File: config.mk
export PLATFORM = sky130hd
export DESIGN_NAME = branch_cycle_unit
export DESIGN_NICKNAME = d
export VERILOG_FILES = /design/src/common/mcu_ctrl_pkg.sv /design/src/logic/cycle_timing_gen.sv /design/src/logic/branch_cycle_unit.sv
export SDC_FILE = /design/constraint.sdc
export NUM_CORES = 1
export LEC_CHECK = 0
export BUFFER_PORTS_ARGS = -buffer_cell sky130_fd_sc_hd__buf_2
export CAP_MARGIN = 20
export CORE_MARGIN = 4
export CORE_UTILIZATION = 60
export DETAILED_ROUTE_END_ITERATION = 10
export PLACE_DENSITY_LB_ADDON = 0.1
export SLEW_MARGIN = 20
export SYNTH_ARGS = -nofsm -noshare
export SYNTH_HDL_FRONTEND = slang
export SYNTH_HIERARCHICAL = 1
export SYNTH_SLANG_ARGS = --single-unit
File: constraint.sdc
create_clock -name sys_clk -period 4.07 [get_ports sys_clk]
set_clock_uncertainty 0.05 [all_clocks]
set_input_delay 1.0175 -clock sys_clk [delete_from_list [all_inputs] [get_ports sys_clk]]
set_output_delay 1.0175 -clock sys_clk [all_outputs]
set_load 0.005 [all_outputs]
File: src/common/mcu_ctrl_pkg.sv
/*
  Constants and carrier types for the branch and machine-cycle unit:
  tick positions inside a machine cycle, opcode encodings, reset values.
  Assumes the oscillator clock drives sys_clk directly, one tick per period.
*/
package mcu_ctrl_pkg;

  // Machine cycle: 6 states of 2 oscillator periods each
  localparam int unsigned STATES_PER_CYCLE = 6;
  localparam int unsigned TICKS_PER_STATE  = 2;
  localparam int unsigned TICKS_PER_CYCLE  = STATES_PER_CYCLE * TICKS_PER_STATE;
  localparam logic [3:0]  LAST_TICK        = 4'(TICKS_PER_CYCLE - 1);
  localparam logic [2:0]  FIRST_STATE      = 3'h1;

  // Fetch slots: strobe in S1 phase 1 and S4 phase 1, byte sampled one tick later,
  // so the opcode lands before S1 ends and the second byte before S4 ends
  localparam logic [3:0]  FETCH1_TICK      = 4'h0;
  localparam logic [3:0]  FETCH2_TICK      = 4'h6;
  localparam logic [3:0]  SAMPLE1_TICK     = 4'h1;
  localparam logic [3:0]  SAMPLE2_TICK     = 4'h7;

  localparam logic [15:0] PC_RESET         = 16'h0000;
  localparam int unsigned STACK_DEPTH      = 8;
  localparam logic [2:0]  SP_RESET         = 3'h0;

  // Opcode encodings
  localparam logic [7:0]  OP_NO_OPERATION  = 8'h00;
  localparam logic [7:0]  OP_LONG_JUMP     = 8'h02;
  localparam logic [7:0]  OP_LONG_CALL     = 8'h12;
  localparam logic [7:0]  OP_SUB_RETURN    = 8'h22;
  localparam logic [7:0]  OP_INT_RETURN    = 8'h32;
  localparam logic [7:0]  OP_ACC_ZERO      = 8'h60;
  localparam logic [7:0]  OP_ACC_NONZERO   = 8'h70;
  localparam logic [7:0]  OP_INDEXED_JUMP  = 8'h73;
  localparam logic [7:0]  OP_SHORT_JUMP    = 8'h80;
  localparam logic [7:0]  OP_COMPARE_BR    = 8'hb4;
  localparam logic [7:0]  OP_DECREMENT_BR  = 8'hd8;
  localparam logic [7:0]  OP_XDATA_MOVE    = 8'he0;
  // Absolute forms: top 3 opcode bits are target bits 10:8
  localparam logic [4:0]  OP_ABS_JUMP_LOW  = 5'h01;
  localparam logic [4:0]  OP_ABS_CALL_LOW  = 5'h11;

  typedef enum logic [3:0] {
    K_NO_OPERATION,
    K_SHORT_JUMP,
    K_LONG_JUMP,
    K_ABS_JUMP,
    K_LONG_CALL,
    K_ABS_CALL,
    K_SUB_RETURN,
    K_INT_RETURN,
    K_ACC_ZERO,
    K_ACC_NONZERO,
    K_INDEXED_JUMP,
    K_DECREMENT_BR,
    K_COMPARE_BR,
    K_XDATA_MOVE,
    K_OTHER
  } kind_e;

  typedef struct packed {
    logic [2:0] state;    // 1..6
    logic       phase1;   // 1 in first half of the state
    logic [3:0] tick;     // 0..11
  } timing_s;

  typedef struct packed {
    logic [7:0]  acc;
    logic [15:0] data_pointer_register;
    logic [7:0]  opnd_a;
    logic [7:0]  opnd_b;
  } operand_s;

  typedef struct packed {
    logic       dec_we;
    logic [7:0] dec_value;
    logic       carry_we;
    logic       carry;
    logic       irq_done;
  } result_s;

endpackage

File: src/logic/cycle_timing_gen.sv
/*
  Machine-cycle timing generator: counts oscillator periods into six states,
  each split into two phases.
  Assumes sys_clk is the oscillator clock itself.
*/
`timescale 1ns/10ps
`default_nettype none

module cycle_timing_gen (
  input  wire logic                  sys_clk, // Oscillator clock
  input  wire logic                  rstn,    // Async reset, active low
  output mcu_ctrl_pkg::timing_s      timing   // State, phase and tick
);
  import mcu_ctrl_pkg::*;

  typedef struct packed {
    logic [3:0] tick;
  } gen_s;

  gen_s q;
  gen_s d;

  always_comb begin
    d = q;
    if (q.tick == LAST_TICK) begin
      d.tick = 4'h0;
    end else begin
      d.tick = q.tick + 4'h1;
    end
  end

  always_ff @(posedge sys_clk or negedge rstn) begin
    if (!rstn) begin
      q <= '0;
    end else begin
      q <= d;
    end
  end

  // Two ticks per state: even tick is phase 1, odd tick is phase 2
  assign timing.tick   = q.tick;
  assign timing.state  = q.tick[3:1] + FIRST_STATE;
  assign timing.phase1 = ~q.tick[0];

endmodule

`default_nettype wire

File: src/logic/branch_cycle_unit.sv
/*
  Branch and machine-cycle unit: fetches code bytes twice per machine cycle (none in a data move's second),
  decodes the control-flow instructions and updates the program counter.
  Assumes code memory answers one tick after the fetch strobe and that
  accumulator, data pointer and operand bytes are stable at the last tick.
*/
// What this block does
// - Short jump is opcode plus signed offset, reach -128..+127 from next instruction.
// - Long jump is three bytes; 16-bit target loaded whole into program counter.
// - Absolute jump: opcode carries target bits 10:8, second byte bits 7:0.
// - Absolute jump replaces low 11 bits, keeps upper 5 of incremented counter.
// - Indexed jump loads program counter with data pointer plus accumulator.
// - Long call takes a full 16-bit target anywhere in 64K.
// - Absolute call uses 11-bit target within the same 2K block.
// - Return resumes at the instruction after the entering call.
// - Interrupt return acts as return and signals interrupt completion.
// - All conditional branches use signed offset byte, -128..+127.
// - Zero-test branches examine the accumulator directly, equal or unequal zero.
// - Decrement-and-branch decrements operand, branches when result nonzero.
// - Compare-and-branch branches only when the two bytes differ.
// - Compare sets carry when first below second unsigned, else clears.
// - Machine cycle is six states of two oscillator periods each.
// - Each state has a first-phase and second-phase half, one period each.
// - Two fetches per cycle, none in a data move's second; unneeded byte discarded, counter not advanced.
// - One-cycle op: opcode latched S1, second fetch S4, done end of S6.
// - External data move takes two cycles, no fetch in the second.
// - Fetch and execute timing identical for internal and external code.
// - External code memory sees the read strobe twice per machine cycle, except none in a data move's second cycle.
// - Taken relative branch adds signed offset to counter past the instruction.
`timescale 1ns/10ps
`default_nettype none

module branch_cycle_unit (
  input  wire logic                   sys_clk,        // Oscillator clock, 10 MHz
  input  wire logic                   rstn,           // Async reset, active low
  input  wire logic                   code_external,  // 1: code memory is off chip
  input  wire logic [7:0]             code_data,      // Code byte, one tick after fetch
  input  wire mcu_ctrl_pkg::operand_s operands,       // Datapath operands
  output logic [15:0]                 code_addr,      // Fetch address
  output logic                        code_fetch,     // Fetch slot pulse, any memory
  output logic                        code_memory_read_strobe, // External read strobe pulse
  output logic                        xdata_cycle,    // Bus lent to external data move
  output mcu_ctrl_pkg::result_s       result,         // Write-back pulses
  output mcu_ctrl_pkg::timing_s       timing,         // Current state and phase
  output logic [7:0]                  opcode          // Instruction register
);
  import mcu_ctrl_pkg::*;

  typedef struct packed {
    logic [15:0]                  pc;
    logic [7:0]                   ir;
    logic [7:0]                   b2;
    logic [7:0]                   b3;
    logic                         cyc;    // 0 first, 1 second machine cycle
    logic [2:0]                   sp;
    logic [STACK_DEPTH-1:0][15:0] stack;  // Return addresses
    result_s                      res;
  } ctrl_s;

  ctrl_s q;
  ctrl_s d;
  kind_e kind;
  logic  fetch_slot;
  logic  fetch_allowed;

  function automatic kind_e decode(input logic [7:0] op);
    kind_e k;
    k = K_OTHER;
    if (op[4:0] == OP_ABS_JUMP_LOW) begin
      k = K_ABS_JUMP;
    end else if (op[4:0] == OP_ABS_CALL_LOW) begin
      k = K_ABS_CALL;
    end else if (op == OP_NO_OPERATION) begin
      k = K_NO_OPERATION;
    end else if (op == OP_SHORT_JUMP) begin
      k = K_SHORT_JUMP;
    end else if (op == OP_LONG_JUMP) begin
      k = K_LONG_JUMP;
    end else if (op == OP_LONG_CALL) begin
      k = K_LONG_CALL;
    end else if (op == OP_SUB_RETURN) begin
      k = K_SUB_RETURN;
    end else if (op == OP_INT_RETURN) begin
      k = K_INT_RETURN;
    end else if (op == OP_ACC_ZERO) begin
      k = K_ACC_ZERO;
    end else if (op == OP_ACC_NONZERO) begin
      k = K_ACC_NONZERO;
    end else if (op == OP_INDEXED_JUMP) begin
      k = K_INDEXED_JUMP;
    end else if (op == OP_DECREMENT_BR) begin
      k = K_DECREMENT_BR;
    end else if (op == OP_COMPARE_BR) begin
      k = K_COMPARE_BR;
    end else if (op == OP_XDATA_MOVE) begin
      k = K_XDATA_MOVE;
    end
    return k;
  endfunction

  // Bytes the instruction occupies in code memory
  function automatic logic [1:0] byte_len(input kind_e k);
    logic [1:0] n;
    n = 2'd1;
    case (k)
      K_LONG_JUMP, K_LONG_CALL: begin
        n = 2'd3;
      end
      K_SHORT_JUMP, K_ABS_JUMP, K_ABS_CALL, K_ACC_ZERO, K_ACC_NONZERO,
      K_DECREMENT_BR, K_COMPARE_BR: begin
        n = 2'd2;
      end
      default: begin
        n = 2'd1;
      end
    endcase
    return n;
  endfunction

  function automatic logic two_cycles(input kind_e k);
    return (k != K_NO_OPERATION) && (k != K_OTHER);
  endfunction

  // Signed offset added to a counter already past the instruction
  function automatic logic [15:0] rel_target(input logic [15:0] pc, input logic [7:0] off);
    return pc + {{8{off[7]}}, off};
  endfunction

  cycle_timing_gen u_timing (
    .sys_clk (sys_clk),
    .rstn    (rstn),
    .timing  (timing)
  );

  assign kind = decode(q.ir);

  // Only the second cycle of an external data move skips its fetches
  assign fetch_allowed = !(kind == K_XDATA_MOVE && q.cyc);
  // Held off in reset: tick 0 is forced there and the external strobe must stay quiet
  assign fetch_slot = rstn && (timing.tick == FETCH1_TICK || timing.tick == FETCH2_TICK) &&
                      fetch_allowed;

  always_comb begin
    logic        taken;
    logic [7:0]  dec;
    logic [15:0] target;
    logic [2:0]  sp_dn;
    taken  = 1'b0;
    dec    = operands.opnd_a - 8'h01;
    target = q.pc;
    sp_dn  = q.sp - 3'h1;
    d      = q;
    d.res  = '0;

    // Opcode sampled in S1; slot logic is the same for either memory
    if (timing.tick == SAMPLE1_TICK && !q.cyc) begin
      d.ir = code_data;
      d.pc = q.pc + 16'h0001;
    end else if (timing.tick == SAMPLE2_TICK && !q.cyc && byte_len(kind) >= 2'd2) begin
      d.b2 = code_data;
      d.pc = q.pc + 16'h0001;
    end else if (timing.tick == SAMPLE1_TICK && q.cyc && byte_len(kind) == 2'd3) begin
      d.b3 = code_data;
      d.pc = q.pc + 16'h0001;
    end

    // Execution completes at the end of S6 of the final machine cycle
    if (timing.tick == LAST_TICK) begin
      if (two_cycles(kind) && !q.cyc) begin
        d.cyc = 1'b1;
      end else begin
        d.cyc = 1'b0;
        case (kind)
          K_SHORT_JUMP: begin
            d.pc = rel_target(q.pc, q.b2);
          end
          K_LONG_JUMP: begin
            d.pc = {q.b2, q.b3};
          end
          K_ABS_JUMP: begin
            d.pc = {q.pc[15:11], q.ir[7:5], q.b2};
          end
          K_INDEXED_JUMP: begin
            d.pc = operands.data_pointer_register + {8'h00, operands.acc};
          end
          K_LONG_CALL: begin
            d.stack[q.sp] = q.pc;
            d.sp = q.sp + 3'h1;
            d.pc = {q.b2, q.b3};
          end
          K_ABS_CALL: begin
            d.stack[q.sp] = q.pc;
            d.sp = q.sp + 3'h1;
            d.pc = {q.pc[15:11], q.ir[7:5], q.b2};
          end
          K_SUB_RETURN: begin
            d.sp = sp_dn;
            d.pc = q.stack[sp_dn];
          end
          K_INT_RETURN: begin
            d.sp = sp_dn;
            d.pc = q.stack[sp_dn];
            d.res.irq_done = 1'b1;
          end
          K_ACC_ZERO: begin
            taken = (operands.acc == 8'h00);
          end
          K_ACC_NONZERO: begin
            taken = (operands.acc != 8'h00);
          end
          K_DECREMENT_BR: begin
            d.res.dec_we    = 1'b1;
            d.res.dec_value = dec;
            taken = (dec != 8'h00);
          end
          K_COMPARE_BR: begin
            d.res.carry_we = 1'b1;
            d.res.carry    = (operands.opnd_a < operands.opnd_b);
            taken = (operands.opnd_a != operands.opnd_b);
          end
          default: begin
            taken = 1'b0;
          end
        endcase
        if (taken) begin
          target = rel_target(q.pc, q.b2);
          d.pc = target;
        end
      end
    end
  end

  always_ff @(posedge sys_clk or negedge rstn) begin
    if (!rstn) begin
      q       <= '0;
      q.pc    <= PC_RESET;
      q.ir    <= OP_NO_OPERATION;
      q.sp    <= SP_RESET;
    end else begin
      q <= d;
    end
  end

  // Strobe only gates the pin; timing stays the same when code is on chip
  assign code_addr      = q.pc;
  assign code_fetch     = fetch_slot;
  assign code_memory_read_strobe = fetch_slot && code_external;
  assign xdata_cycle    = (kind == K_XDATA_MOVE) && q.cyc;
  assign result         = q.res;
  assign opcode         = q.ir;

endmodule

`default_nettype wire

==> impl_results.md, run 1 <==
* Avg Cell Area, Syn at 11.7 µm²
* Comb pwr share at 38.1%
* Clk buf depth at 2
* Switching share of power at 41.3%
* Final Setup Violations at 0
* Delay-heaviest family, CP: simple AND/OR/NAND/NOR gates
* Sequential power share at 36.2%
* Register bit total from synthesis at 188
* CP arrival at 3620 ps
* Nets at 1111
* Gate Count Post-Synth at 979
* Clk pin slew, worst setup/hold paths at 70 ps
* # clock sinks at 188
* Adder-cell share of the synthesized area at 4.52%
* Post-synth EDFFs at 0
* Row cnt at 50
* Post-synthesis xor/xnor area fraction at 3.53%
* Register area at 0.00471 mm²
* Cells along the critical path: nor2_2 -> nand3b_1 -> o2111ai_4 -> o31ai_4 -> nand3_1 -> or3_1 -> mux2_1
* Setup CP Type: reg2reg
* Initial antenna violation count at 0
* Synthesized area at 0.0114 mm²
* Via Count at 8031
* Layout cells sized above 1 at 30.8%
* GR Util met2 at 42.8%
* Multi-input logic area at 0.00604 mm²
* Root buf cell: clkbuf_16
* Setup slack, reg-to-reg at 710 ps
* Vias in the first global route at 7941
* Wire length after detailed routing at 28100 µm
* Synth Area in Compound Gates at 10.6%
* Relative slew slack at 35.1%
* Setup TNS at 0 ps
* Psw at 0.00294 W
* GRT Max-Usage Layer: met2
* Core Box Area at 0.0187 mm²
* Initial Util at 61.0%
* Count of input and output buffers at 97
* Clock network power share at 25.6%
* Yosys cell types at 91
* Fillcell total at 1449
* Max-slew violation count at 0
* Tcrit/Tclk final at 82.5%
* Final Wtd Congestion at 0.922
* CTS Buf Count at 17
* Final Hold Fails at 0
* Die Wd at 146 µm
* Post-synthesis sequential area ratio at 41.2%
* DP HPWL at 19700 µm
* Die ar. at 0.0213 mm²
* Leak Pwr at 5.96 nW
* Peak VDD IR at 376 µV
* Hold Path Class: reg2reg
* CTS H-tree lvls at 4
* Final Core Density at 66.4%
* Routed Antenna Nets at 0
* CTS tree: yes
* Status: complete, no violations
* Maximum Capacitance Violations at 0
* Max Fanout on Critical Path at 16
* GR Util All Layers at 26.9%
* DRC at 0
* Starting DRT DRC Count at 602
* Final Hold Slack at 435 ps
* Total gr overflow at 0
* RSZ-0062 raised after global routing: false
* Max incr delay on CP at 780 ps
* Power density over the cells at 574 mW/mm²
* Critical Path Stages at 7
* Worst Reg-to-Reg Cells at 7
* P_int at 0.00418 W
* TritonRoute pass-1 iters at 6
* Primary FF master, synth: dfrtp_1
* Synth Area in Simple Gates at 12.0%
* Yosys warnings at 6
* Chip height at 146 µm
* M1 GR Usage at 36.8%
* Setup Fix Bufs, Post-CTS at 0
* CP Capture Type: flip-flop
* Largest family of logic cells by synthesized area: multiplexers
* Layout Area Growth over Synthesis at 8.87%
* CP max stage cell: or3_1
* Multiplexer area fraction after synthesis at 22.2%
* Crit path time final at 3360 ps
* Post-Syn Nets at 1070
* Worst slew pin tran at 973 ps
* Worst r2r src: opcode[2]$_DFFE_PN0P_
* Pin count of the biggest net entering global routing at 76
* Asr flop ratio synth at 100%
* CTS resizes at 0
* Wire per inst at 22.2 µm
* GR Util met3 at 6.45%
* Worst Hold Endpoint: q[71]$_DFFE_PN0P_
* CP bufs+invs at 0
* Cell count of the worst hold path at 1
* Global-route wire length before repair at 45000 µm
* Clock Latency Late Sink at 440 ps
* Reg2Reg Capture Point: q[89]$_DFFE_PN0P_
* CP required at 4330 ps
* # IOs at 98
* # diodes at 0
* Vias per cell at 6.34
* Fmax at 298 MHz
* Startpoint Class: flip-flop
* Number of hold buffers added after cts at 0
* Min-delay src: q[71]$_DFFE_PN0P_
-- state kept, by name, indices dropped and copies added (netlist names) --
signal / cells
opcode: 8
q: 148
result: 12
u_timing/q: 4
code_addr: 16
-- per-stage QoR --
step	setup WS [ps]	area, µm²	instances	power (W)
final	711	12400	1267	0.00712
after global routing	510	12400	1267	0.00750
after CTS	724	12400	1267	0.00712
after detailed placement	673	11800	1235	0.00528
after global placement	757	11800	1235	0.00526
after floorplan	610	11400	979	0.00458
-- per-layer routing --
layer	part of all wire, %	up-vias
met4	2.9	0
met5	0	-
met2	47	273
met3	6.4	49
li1	-	3678
met1	44	4031
-- cell usage in the layout (no fill, tap or decap), types with 6 or more instances in the layout --
cell type,n
nand3_1,19
o21a_1,7
mux2i_1,10
inv_1,22
clkbuf_16,17
a222oi_1,8
nor2_1,55
dfrtp_1,187
o22ai_1,11
a21oi_1,32
o21ai_0,28
buf_4,16
xor2_1,18
buf_2,96
xnor2_1,27
nor3_4,6
nor2b_1,6
mux4_2,32
ha_1,38
o21bai_1,6
a211oi_1,10
mux2_2,95
nand4_1,9
nand2_1,53
a31oi_1,7
a21o_1,7
mux2_1,57
nor3_1,14
and3_1,7
-- cell usage after synthesis (11+ instances only) --
library cell | instances | area, µm²
mux2_1 | 57 | 642
nand2_1 | 53 | 199
nand3_1 | 19 | 95.1
mux4_2 | 32 | 721
inv_1 | 22 | 82.6
nor3_1 | 14 | 70.1
dfrtp_1 | 188 | 4700
o21ai_0 | 28 | 140
ha_1 | 38 | 475
xnor2_1 | 27 | 236
o22ai_1 | 11 | 68.8
mux2_2 | 95 | 1070
clkbuf_1 | 26 | 97.6
xor2_1 | 19 | 166
buf_4 | 47 | 353
a21oi_1 | 32 | 160
buf_2 | 12 | 60.1
nor2_1 | 55 | 206
-- worst max path at each step --
| stage | slack (ps) | from | to |
|---|---|---|---|
| floorplan | 610 | q[140]$_DFFE_PN0P_ | code_addr[6]$_DFF_PN0_ |
| global placement | 760 | operands[16] | code_addr[14]$_DFFE_PN0P_ |
| detailed placement | 670 | operands[8] | code_addr[2]$_DFF_PN0_ |
| CTS | 720 | opcode[2]$_DFFE_PN0P_ | q[89]$_DFFE_PN0P_ |
| global route | 510 | opcode[3]$_DFFE_PN0P_ | q[82]$_DFFE_PN0P_ |
| finish | 710 | opcode[2]$_DFFE_PN0P_ | q[89]$_DFFE_PN0P_ |
-- layout make-up --
type | instances | area share (%)
Timing Repair Buffer | 114 | 5.11
Inverter | 22 | 0.665
Clock buffer | 17 | 3.43
Clock inverter | 15 | 1.87
Multi-Input combinational cell | 677 | 48.7
Sequential cell | 188 | 37.9
Tap cell | 234 | 2.36
-- power groups by stage --
| stage | Sequential [W] | Combinational [W] | Clock [W] |
|---|---|---|---|
| floorplan | 0.00223 | 0.00235 | 0 |
| global placement | 0.00259 | 0.00268 | 0 |
| detailed placement | 0.00259 | 0.00269 | 0 |
| CTS | 0.00256 | 0.00271 | 0.00185 |
| global route | 0.00261 | 0.00297 | 0.00192 |
| finish | 0.00258 | 0.00272 | 0.00182 |
-- cell families (layout without fill, tap and decap cells) --
family / Yosys count / in the layout
flip-flops: 188 / 188
AND/OR/NAND/NOR: 229 / 229
buffers and inverters: 114 / 168
multiplexers: 194 / 194
adder cells (fa/ha/maj): 40 / 40
AO/OA/AOI/OAI: 168 / 168
XOR/XNOR: 46 / 46
Power figures use the tool's default switching activity.
==> run 2, diff against run 1 <==
--- a/config.mk
+++ b/config.mk
@@ -5,6 +5,7 @@
 export SDC_FILE = /design/constraint.sdc
 export NUM_CORES = 1
 export LEC_CHECK = 0
+export ABC_AREA = 1
 export BUFFER_PORTS_ARGS = -buffer_cell sky130_fd_sc_hd__buf_2
 export CAP_MARGIN = 20
 export CORE_MARGIN = 4
==> constraint.sdc (replaced) <==
create_clock -name sys_clk -period 3.3 [get_ports sys_clk]
set_clock_uncertainty 0.05 [all_clocks]
set_input_delay 0.825 -clock sys_clk [delete_from_list [all_inputs] [get_ports sys_clk]]
set_output_delay 0.825 -clock sys_clk [all_outputs]
set_load 0.005 [all_outputs]
==> run 2 against run 1 <==
Global-route usage rose by 6.5 points. Sequential share of layout area decreased by 2.2 points. Setup slack got worse by 500 ps. Combinational power rose by 58%. Count of clock-buffer cells in the layout rose by 1. Routed wire length rose by 29%. Sequential power grew 14%. Synthesized cell count up 73%. Cell area grew 6.1%. Via count increased by 43%. Non-clock buffer count increased by 26. Sequential cell count is the same. Critical path type is now reg2out. Largest cell class unchanged. Largest power group unchanged. Highest routed layer is now met5.
==> impl_results.md, run 2 <==
* Hold Path Class: in2async (was reg2reg)
* Relative slew slack at 35.3% (was 35.1%)
* Power Total at 0.00928 W (was 0.00712 W)
* Maximum Capacitance Violations at 0 (unchanged)
* TritonRoute pass-1 iters at 6 (unchanged)
* Yosys warnings at 6 (unchanged)
* Most frequent cells in the layout: 670 x nand2_1, 186 x dfrtp_1, 138 x nor2_1 (was 187 x dfrtp_1, 96 x buf_2, 95 x mux2_2)
* Max reg flops at 148 (unchanged)
* Wire per inst at 18.0 µm (was 22.2 µm)
* Register bit total from synthesis at 188 (unchanged)
* RSZ-0062 raised after global routing: false (unchanged)
* # clock sinks at 188 (unchanged)
* Root buf cell: clkbuf_16 (unchanged)
* Pre-CTS setup slack at 313 ps (was 673 ps)
* Vias per cell at 5.71 (was 6.34)
* Starting DRT DRC Count at 1091 (was 602)
* Initial Util at 61.6% (was 61.0%)
* Final Wtd Congestion at 0.997 (was 0.922)
* Number of hold buffers added after cts at 0 (unchanged)
* Delay-heaviest family, CP: simple AND/OR/NAND/NOR gates (unchanged)
* Crit path time final at 3090 ps
* Setup CP Type: reg2out (was reg2reg)
* Global-route wire length before repair at 58500 µm (was 45000 µm)
* CTS resizes at 0 (unchanged)
* Core Box Area at 0.0196 mm² (was 0.0187 mm²)
* CP required at 2420 ps (was 4330 ps)
* CP bufs+invs at 2 (was 0)
* Max-slew violation count at 0 (unchanged)
* Leak Pwr at 7.33 nW (was 5.96 nW)
* Initial antenna violation count at 1 (was 0)
* DP HPWL at 26100 µm (was 19700 µm)
* Peak VDD IR at 547 µV (was 376 µV)
* Layout Area Growth over Synthesis at 9.17% (was 8.87%)
* CP arrival at 2210 ps (was 3620 ps)
* Power density over the cells at 704 mW/mm² (was 574 mW/mm²)
* Primary FF master, synth: dfrtp_1 (unchanged)
* Clk pin slew, worst setup/hold paths at 80 ps (was 70 ps)
* # IOs at 98 (unchanged)
* Startpoint Class: flip-flop (unchanged)
* Vias in the first global route at 11122 (was 7941)
* Yosys cell types at 49 (was 91)
* Register area at 0.00471 mm² (about the same)
* CTS tree: yes (unchanged)
* Via Count at 11514 (was 8031)
* Nets at 1830 (was 1111)
* Max incr delay on CP at 460 ps (was 780 ps)
* Post-Syn Nets at 1781 (was 1070)
* Fin worst setup slack at 214 ps (was 711 ps)
* Tcrit/Tclk final at 93.5%
* Status: complete, no violations (unchanged)
* DRC at 0 (unchanged)
* Total gr overflow at 0 (unchanged)
* CTS Buf Count at 17 (unchanged)
* Setup slack, reg-to-reg at 520 ps (was 710 ps)
* Chip height at 150 µm (was 146 µm)
* Fillcell total at 1752 (was 1449)
* CTS H-tree lvls at 4 (unchanged)
* # diodes at 0 (unchanged)
* Commonest cells in the netlist: 670 x nand2_1, 188 x dfrtp_1, 139 x nor2_1, 129 x o21ai_0, 112 x inv_1 (was 188 x dfrtp_1, 95 x mux2_2, 57 x mux2_1, 55 x nor2_1, 53 x nand2_1)
* Fmax at 324 MHz
* CP Capture Type: output port (was flip-flop)
* Routed Antenna Nets at 0 (unchanged)
* Synth area leader: dfrtp_1 (unchanged)
* Top cells by area, synth: dfrtp_1 39%, nand2_1 21%, o21ai_0 5.4%, nor2_1 4.3%, ha_1 3.9% (was dfrtp_1 41%, mux2_2 9.4%, mux4_2 6.3%, mux2_1 5.6%, ha_1 4.2%)
* Most frequent cell after synthesis: nand2_1 (was dfrtp_1)
* CP most frequent cell: nand2_1
* Multi-input logic area at 0.00625 mm² (was 0.00604 mm²)
* Post-synth top area share at 39.0% (was 41.2%)
* Post-synthesis sequential area ratio at 39.0% (was 41.2%)
* Asr flop ratio synth at 100% (unchanged)
* Gate Count Post-Synth at 1690 (was 979)
* Row cnt at 51 (was 50)
* Avg Cell Area, Syn at 7.14 µm² (was 11.7 µm²)
* Synthesized area at 0.0121 mm² (was 0.0114 mm²)
* Layout cells sized above 1 at 13.1% (was 30.8%)
* Pin count of the biggest net entering global routing at 113 (was 76)
* Count of input and output buffers at 97 (unchanged)
* Cells along the critical path: inv_2 -> nand2_1 -> nor2_1 -> nand2_1 -> nand3_1 -> nor2_1 -> nor2_2 -> nor2_4 -> nand2_1 -> nor3_2 -> nor3b_1 -> buf_2 (was nor2_2 -> nand3b_1 -> o2111ai_4 -> o31ai_4 -> nand3_1 -> or3_1 -> mux2_1)
* Commonest non-fill, non-tap cell in the layout: nand2_1 (was dfrtp_1)
* Setup TNS at 0 ps (unchanged)
* CP max stage cell: dfrtp_1 (was or3_1)
* Final Hold Fails at 0 (unchanged)
* Setup Fix Bufs, Post-CTS at 0 (unchanged)
* Die ar. at 0.0224 mm² (was 0.0213 mm²)
* GR Util All Layers at 33.5% (was 26.9%)
* Final Setup Violations at 0 (unchanged)
* Clock Latency Late Sink at 450 ps (was 440 ps)
* Post-synth EDFFs at 0 (unchanged)
* Wire length after detailed routing at 36300 µm (was 28100 µm)
* Die Wd at 150 µm (was 146 µm)
* Clk buf depth at 2 (unchanged)
* Biggest register: q (unchanged)
* Max Fanout on Critical Path at 6 (was 16)
* Worst slew pin tran at 970 ps (was 973 ps)
## run 2: power by group
part	switching (W)	total, W	internal, W
combinational	0.00286	0.00430	0.00144
clock	0.00103	0.00204	0.00101
sequential	0.000412	0.00293	0.00252
total	0.00431	0.00928	0.00497
## run 2: area by class of cell
class,instances,share of cell area [%]
clock buffers,18,3.26
flip-flops and latches,188,35.7
well taps,265,2.52
clock inverters,14,1.10
repair buffers,140,6.30
inverters,127,3.62
multi-input cells,1265,47.5
## run 2: path summary, 6_finish.rpt
kind	startpoint	to	depth (start not counted)
setup / recovery	opcode[7]$_DFFE_PN0P_	code_memory_read_strobe	12
setup reg to reg	q[141]$_DFFE_PN0P_	code_addr[15]$_DFFE_PN0P_	14
min in group sys_clk	q[62]$_DFFE_PN0P_	q[62]$_DFFE_PN0P_	2
hold / removal	rstn	q[142]$_DFFE_PN0P_	2
hold reg to reg	q[62]$_DFFE_PN0P_	q[62]$_DFFE_PN0P_	2
max in group asynchronous	rstn	q[111]$_DFFE_PN0P_	3
## run 2: cells by family (layout without fill, tap and decap cells)
family                   Yosys count  in the layout  share of synthesized area [%]
adder cells (fa/ha/maj)           40             40                           4.27
flip-flops                       188            188                           39.0
AND/OR/NAND/NOR                  971            971                           34.4
buffers and inverters            237            299                           9.25
XOR/XNOR                          31             31                           2.25
AO/OA/AOI/OAI                    223            223                           10.8
## run 2: through the flow
step	hold slack [ps]	area, µm²	cells	utilization [%]
detailed placement	403	12600	1985	64.3
global placement	398	12600	1985	64.3
CTS	394	13200	2017	67.2
floorplan	387	12100	1690	-
finish	390	13200	2017	67.2
global route	414	13200	2017	67.2
## run 2: metal layers
layer	vias to the layer above	track usage, %	routed length, µm
li1	5502	-	-
met1	5449	43.6	14900
met2	469	54.4	17300
met3	92	6.84	2800
met4	2	14.3	1300
met5	-	0	13
==> run 3, diff against run 2 <==
==> constraint.sdc (replaced) <==
create_clock -name sys_clk -period 3.9 [get_ports sys_clk]
set_clock_uncertainty 0.05 [all_clocks]
set_input_delay 0.975 -clock sys_clk [delete_from_list [all_inputs] [get_ports sys_clk]]
set_output_delay 0.975 -clock sys_clk [all_outputs]
set_load 0.005 [all_outputs]
==> run 3 against run 2 <==
Sequential share of layout area increased by 0.40 points. Non-clock buffer count decreased by 20. Critical path depth decreased by 2. Largest cell class unchanged. Global-route usage decreased by 0.51 points. Cell area decreased by 1.1%. Worst hold slack got worse by 40 ps. Register-to-register slack improved by 320 ps. Highest routed layer is now met4. Die area unchanged. Count of clock-buffer cells in the layout unchanged.
==> impl_results.md, run 3 (synthesized netlist as in run 2, its figures left out) <==
* Status: complete, no violations (unchanged)
* CP endpoint: code_memory_read_strobe (unchanged)
* Hold Path Class: in2async (unchanged)
* Setup CP Type: reg2out (unchanged)
* Row cnt at 51 (unchanged)
* Pre-CTS setup slack at 538 ps (was 313 ps)
* Die ar. at 0.0224 mm² (unchanged)
* Root buf cell: clkbuf_16 (unchanged)
* Setup slack, reg-to-reg at 840 ps (was 520 ps)
* Starting DRT DRC Count at 1184 (was 1091)
* Fin worst setup slack at 423 ps (was 214 ps)
* Setup TNS at 0 ps (unchanged)
* Crit path time final at 3480 ps
* Fmax at 288 MHz
* Worst slew pin tran at 955 ps (was 970 ps)
* Post-DP Area at 0.0124 mm² (was 0.0126 mm²)
* Power Total at 0.00781 W (was 0.00928 W)
* Worst Reg-to-Reg Cells at 12 (was 14)
* Power density over the cells at 599 mW/mm² (was 704 mW/mm²)
* DP HPWL at 25700 µm (was 26100 µm)
* Final Core Density at 66.5% (was 67.2%)
* CTS Buf Count at 17 (unchanged)
* Total gr overflow at 0 (unchanged)
* Fin area at 0.0130 mm² (was 0.0132 mm²)
* # IOs at 98 (unchanged)
* Layout Area Growth over Synthesis at 7.92% (was 9.17%)
* Final Setup Violations at 0 (unchanged)
* Peak VDD IR at 379 µV (was 547 µV)
* Pin count of the biggest net entering global routing at 74 (was 113)
* Core Box Area at 0.0196 mm² (unchanged)
* Biggest register: q (unchanged)
* Relative slew slack at 36.3% (was 35.3%)
* Wire length after detailed routing at 36000 µm (was 36300 µm)
* CP startpoint: opcode[3]$_DFFE_PN0P_ (was opcode[7]$_DFFE_PN0P_)
* Leak Pwr at 7.23 nW (was 7.33 nW)
* GR Util All Layers at 32.9% (was 33.5%)
* Nets at 1810 (was 1830)
* Reg2Reg Capture Point: q[83]$_DFFE_PN0P_ (was code_addr[15]$_DFFE_PN0P_)
* CTS H-tree lvls at 4 (unchanged)
* Clk pin slew, worst setup/hold paths at 90 ps (was 80 ps)
* Global-route wire length before repair at 57400 µm (was 58500 µm)
* CTS resizes at 0 (unchanged)
* Final Hold Fails at 0 (unchanged)
* Final Wtd Congestion at 1.01 (was 0.997)
* Max reg flops at 148 (unchanged)
* Count of input and output buffers at 97 (unchanged)
* RSZ-0062 raised after global routing: false (unchanged)
* # diodes at 0 (unchanged)
* Most frequent cells in the layout: 670 x nand2_1, 187 x dfrtp_1, 139 x nor2_1 (was 670 x nand2_1, 186 x dfrtp_1, 138 x nor2_1)
* TritonRoute pass-1 iters at 5 (was 6)
* Vias in the first global route at 10721 (was 11122)
* Max Fanout on Critical Path at 7 (was 6)
* Wire per inst at 18.0 µm (about the same)
* Tcrit/Tclk final at 89.1%
* CP Capture Type: output port (unchanged)
* Via Count at 11361 (was 11514)
* Routed Antenna Nets at 0 (unchanged)
* Max-slew violation count at 0 (unchanged)
* Clk buf depth at 2 (unchanged)
* # clock sinks at 188 (unchanged)
* Die Wd at 150 µm (unchanged)
* CP arrival at 2450 ps (was 2210 ps)
* CP required at 2870 ps (was 2420 ps)
* Startpoint Class: flip-flop (unchanged)
* CTS tree: yes (unchanged)
* Chip height at 150 µm (unchanged)
* Layout cells sized above 1 at 12.0% (was 13.1%)
* Number of hold buffers added after cts at 0 (unchanged)
* Maximum Capacitance Violations at 0 (unchanged)
* DRC at 0 (unchanged)
* Clock Latency Late Sink at 440 ps (was 450 ps)
* Commonest non-fill, non-tap cell in the layout: nand2_1 (unchanged)
* Initial Util at 61.6% (unchanged)
* Worst r2r src: opcode[3]$_DFFE_PN0P_ (was q[141]$_DFFE_PN0P_)
* Vias per cell at 5.69 (was 5.71)
* Initial antenna violation count at 0 (was 1)
* Setup Fix Bufs, Post-CTS at 0 (unchanged)
run 3: cell type report:
| type | count | area [µm²] |
|---|---|---|
| Inverter | 127 | 477 |
| Fill cell | 1815 | 6570 |
| Timing Repair Buffer | 120 | 667 |
| Sequential cell | 188 | 4710 |
| Tap cell | 265 | 332 |
| Clock inverter | 14 | 156 |
| Multi-Input combinational cell | 1265 | 6240 |
| Clock buffer | 18 | 439 |
run 3: layer usage:
metal / track usage, % / part of all wire (%) / up-vias
met5: 0 / 0 / -
met4: 10.6 / 2.8 / 0
met3: 5.66 / 8.3 / 71
met2: 53.5 / 47 / 499
met1: 45.2 / 41 / 5344
li1: - / - / 5447
run 3: how the worst min path moves through the flow:
stage	slack [ps]	endpoint	start
after CTS	350	q[61]$_DFFE_PN0P_	rstn
after detailed placement	400	q[95]$_DFFE_PN0P_	q[95]$_DFFE_PN0P_
after global placement	400	q[92]$_DFFE_PN0P_	q[92]$_DFFE_PN0P_
after global routing	350	q[61]$_DFFE_PN0P_	rstn
final	350	q[61]$_DFFE_PN0P_	rstn
after floorplan	390	q[100]$_DFFE_PN0P_	q[100]$_DFFE_PN0P_
run 3: where the power goes:
group / switching (W) / internal (W) / leakage (nW)
registers: 0.000448 / 0.00213 / 2.51
clock network: 0.000866 / 0.000873 / 0.284
logic: 0.00233 / 0.00116 / 4.44
run 3: stage by stage:
| step | cells | hold slack (ps) |
|---|---|---|
| floorplan | 1690 | 387 |
| global placement | 1965 | 398 |
| detailed placement | 1965 | 403 |
| CTS | 1997 | 354 |
| global route | 1997 | 353 |
| finish | 1997 | 351 |
run 3: critical path, stage by stage, from the launching register on:
cell	delay [ps]
dfrtp_1	440
nor2_4	150
nand3_1	250
buf_4	270
nor2_1	110
nor2_2	80
nor2_4	100
nand2_1	60
nor3_1	330
nor3b_1	80
buf_2	140
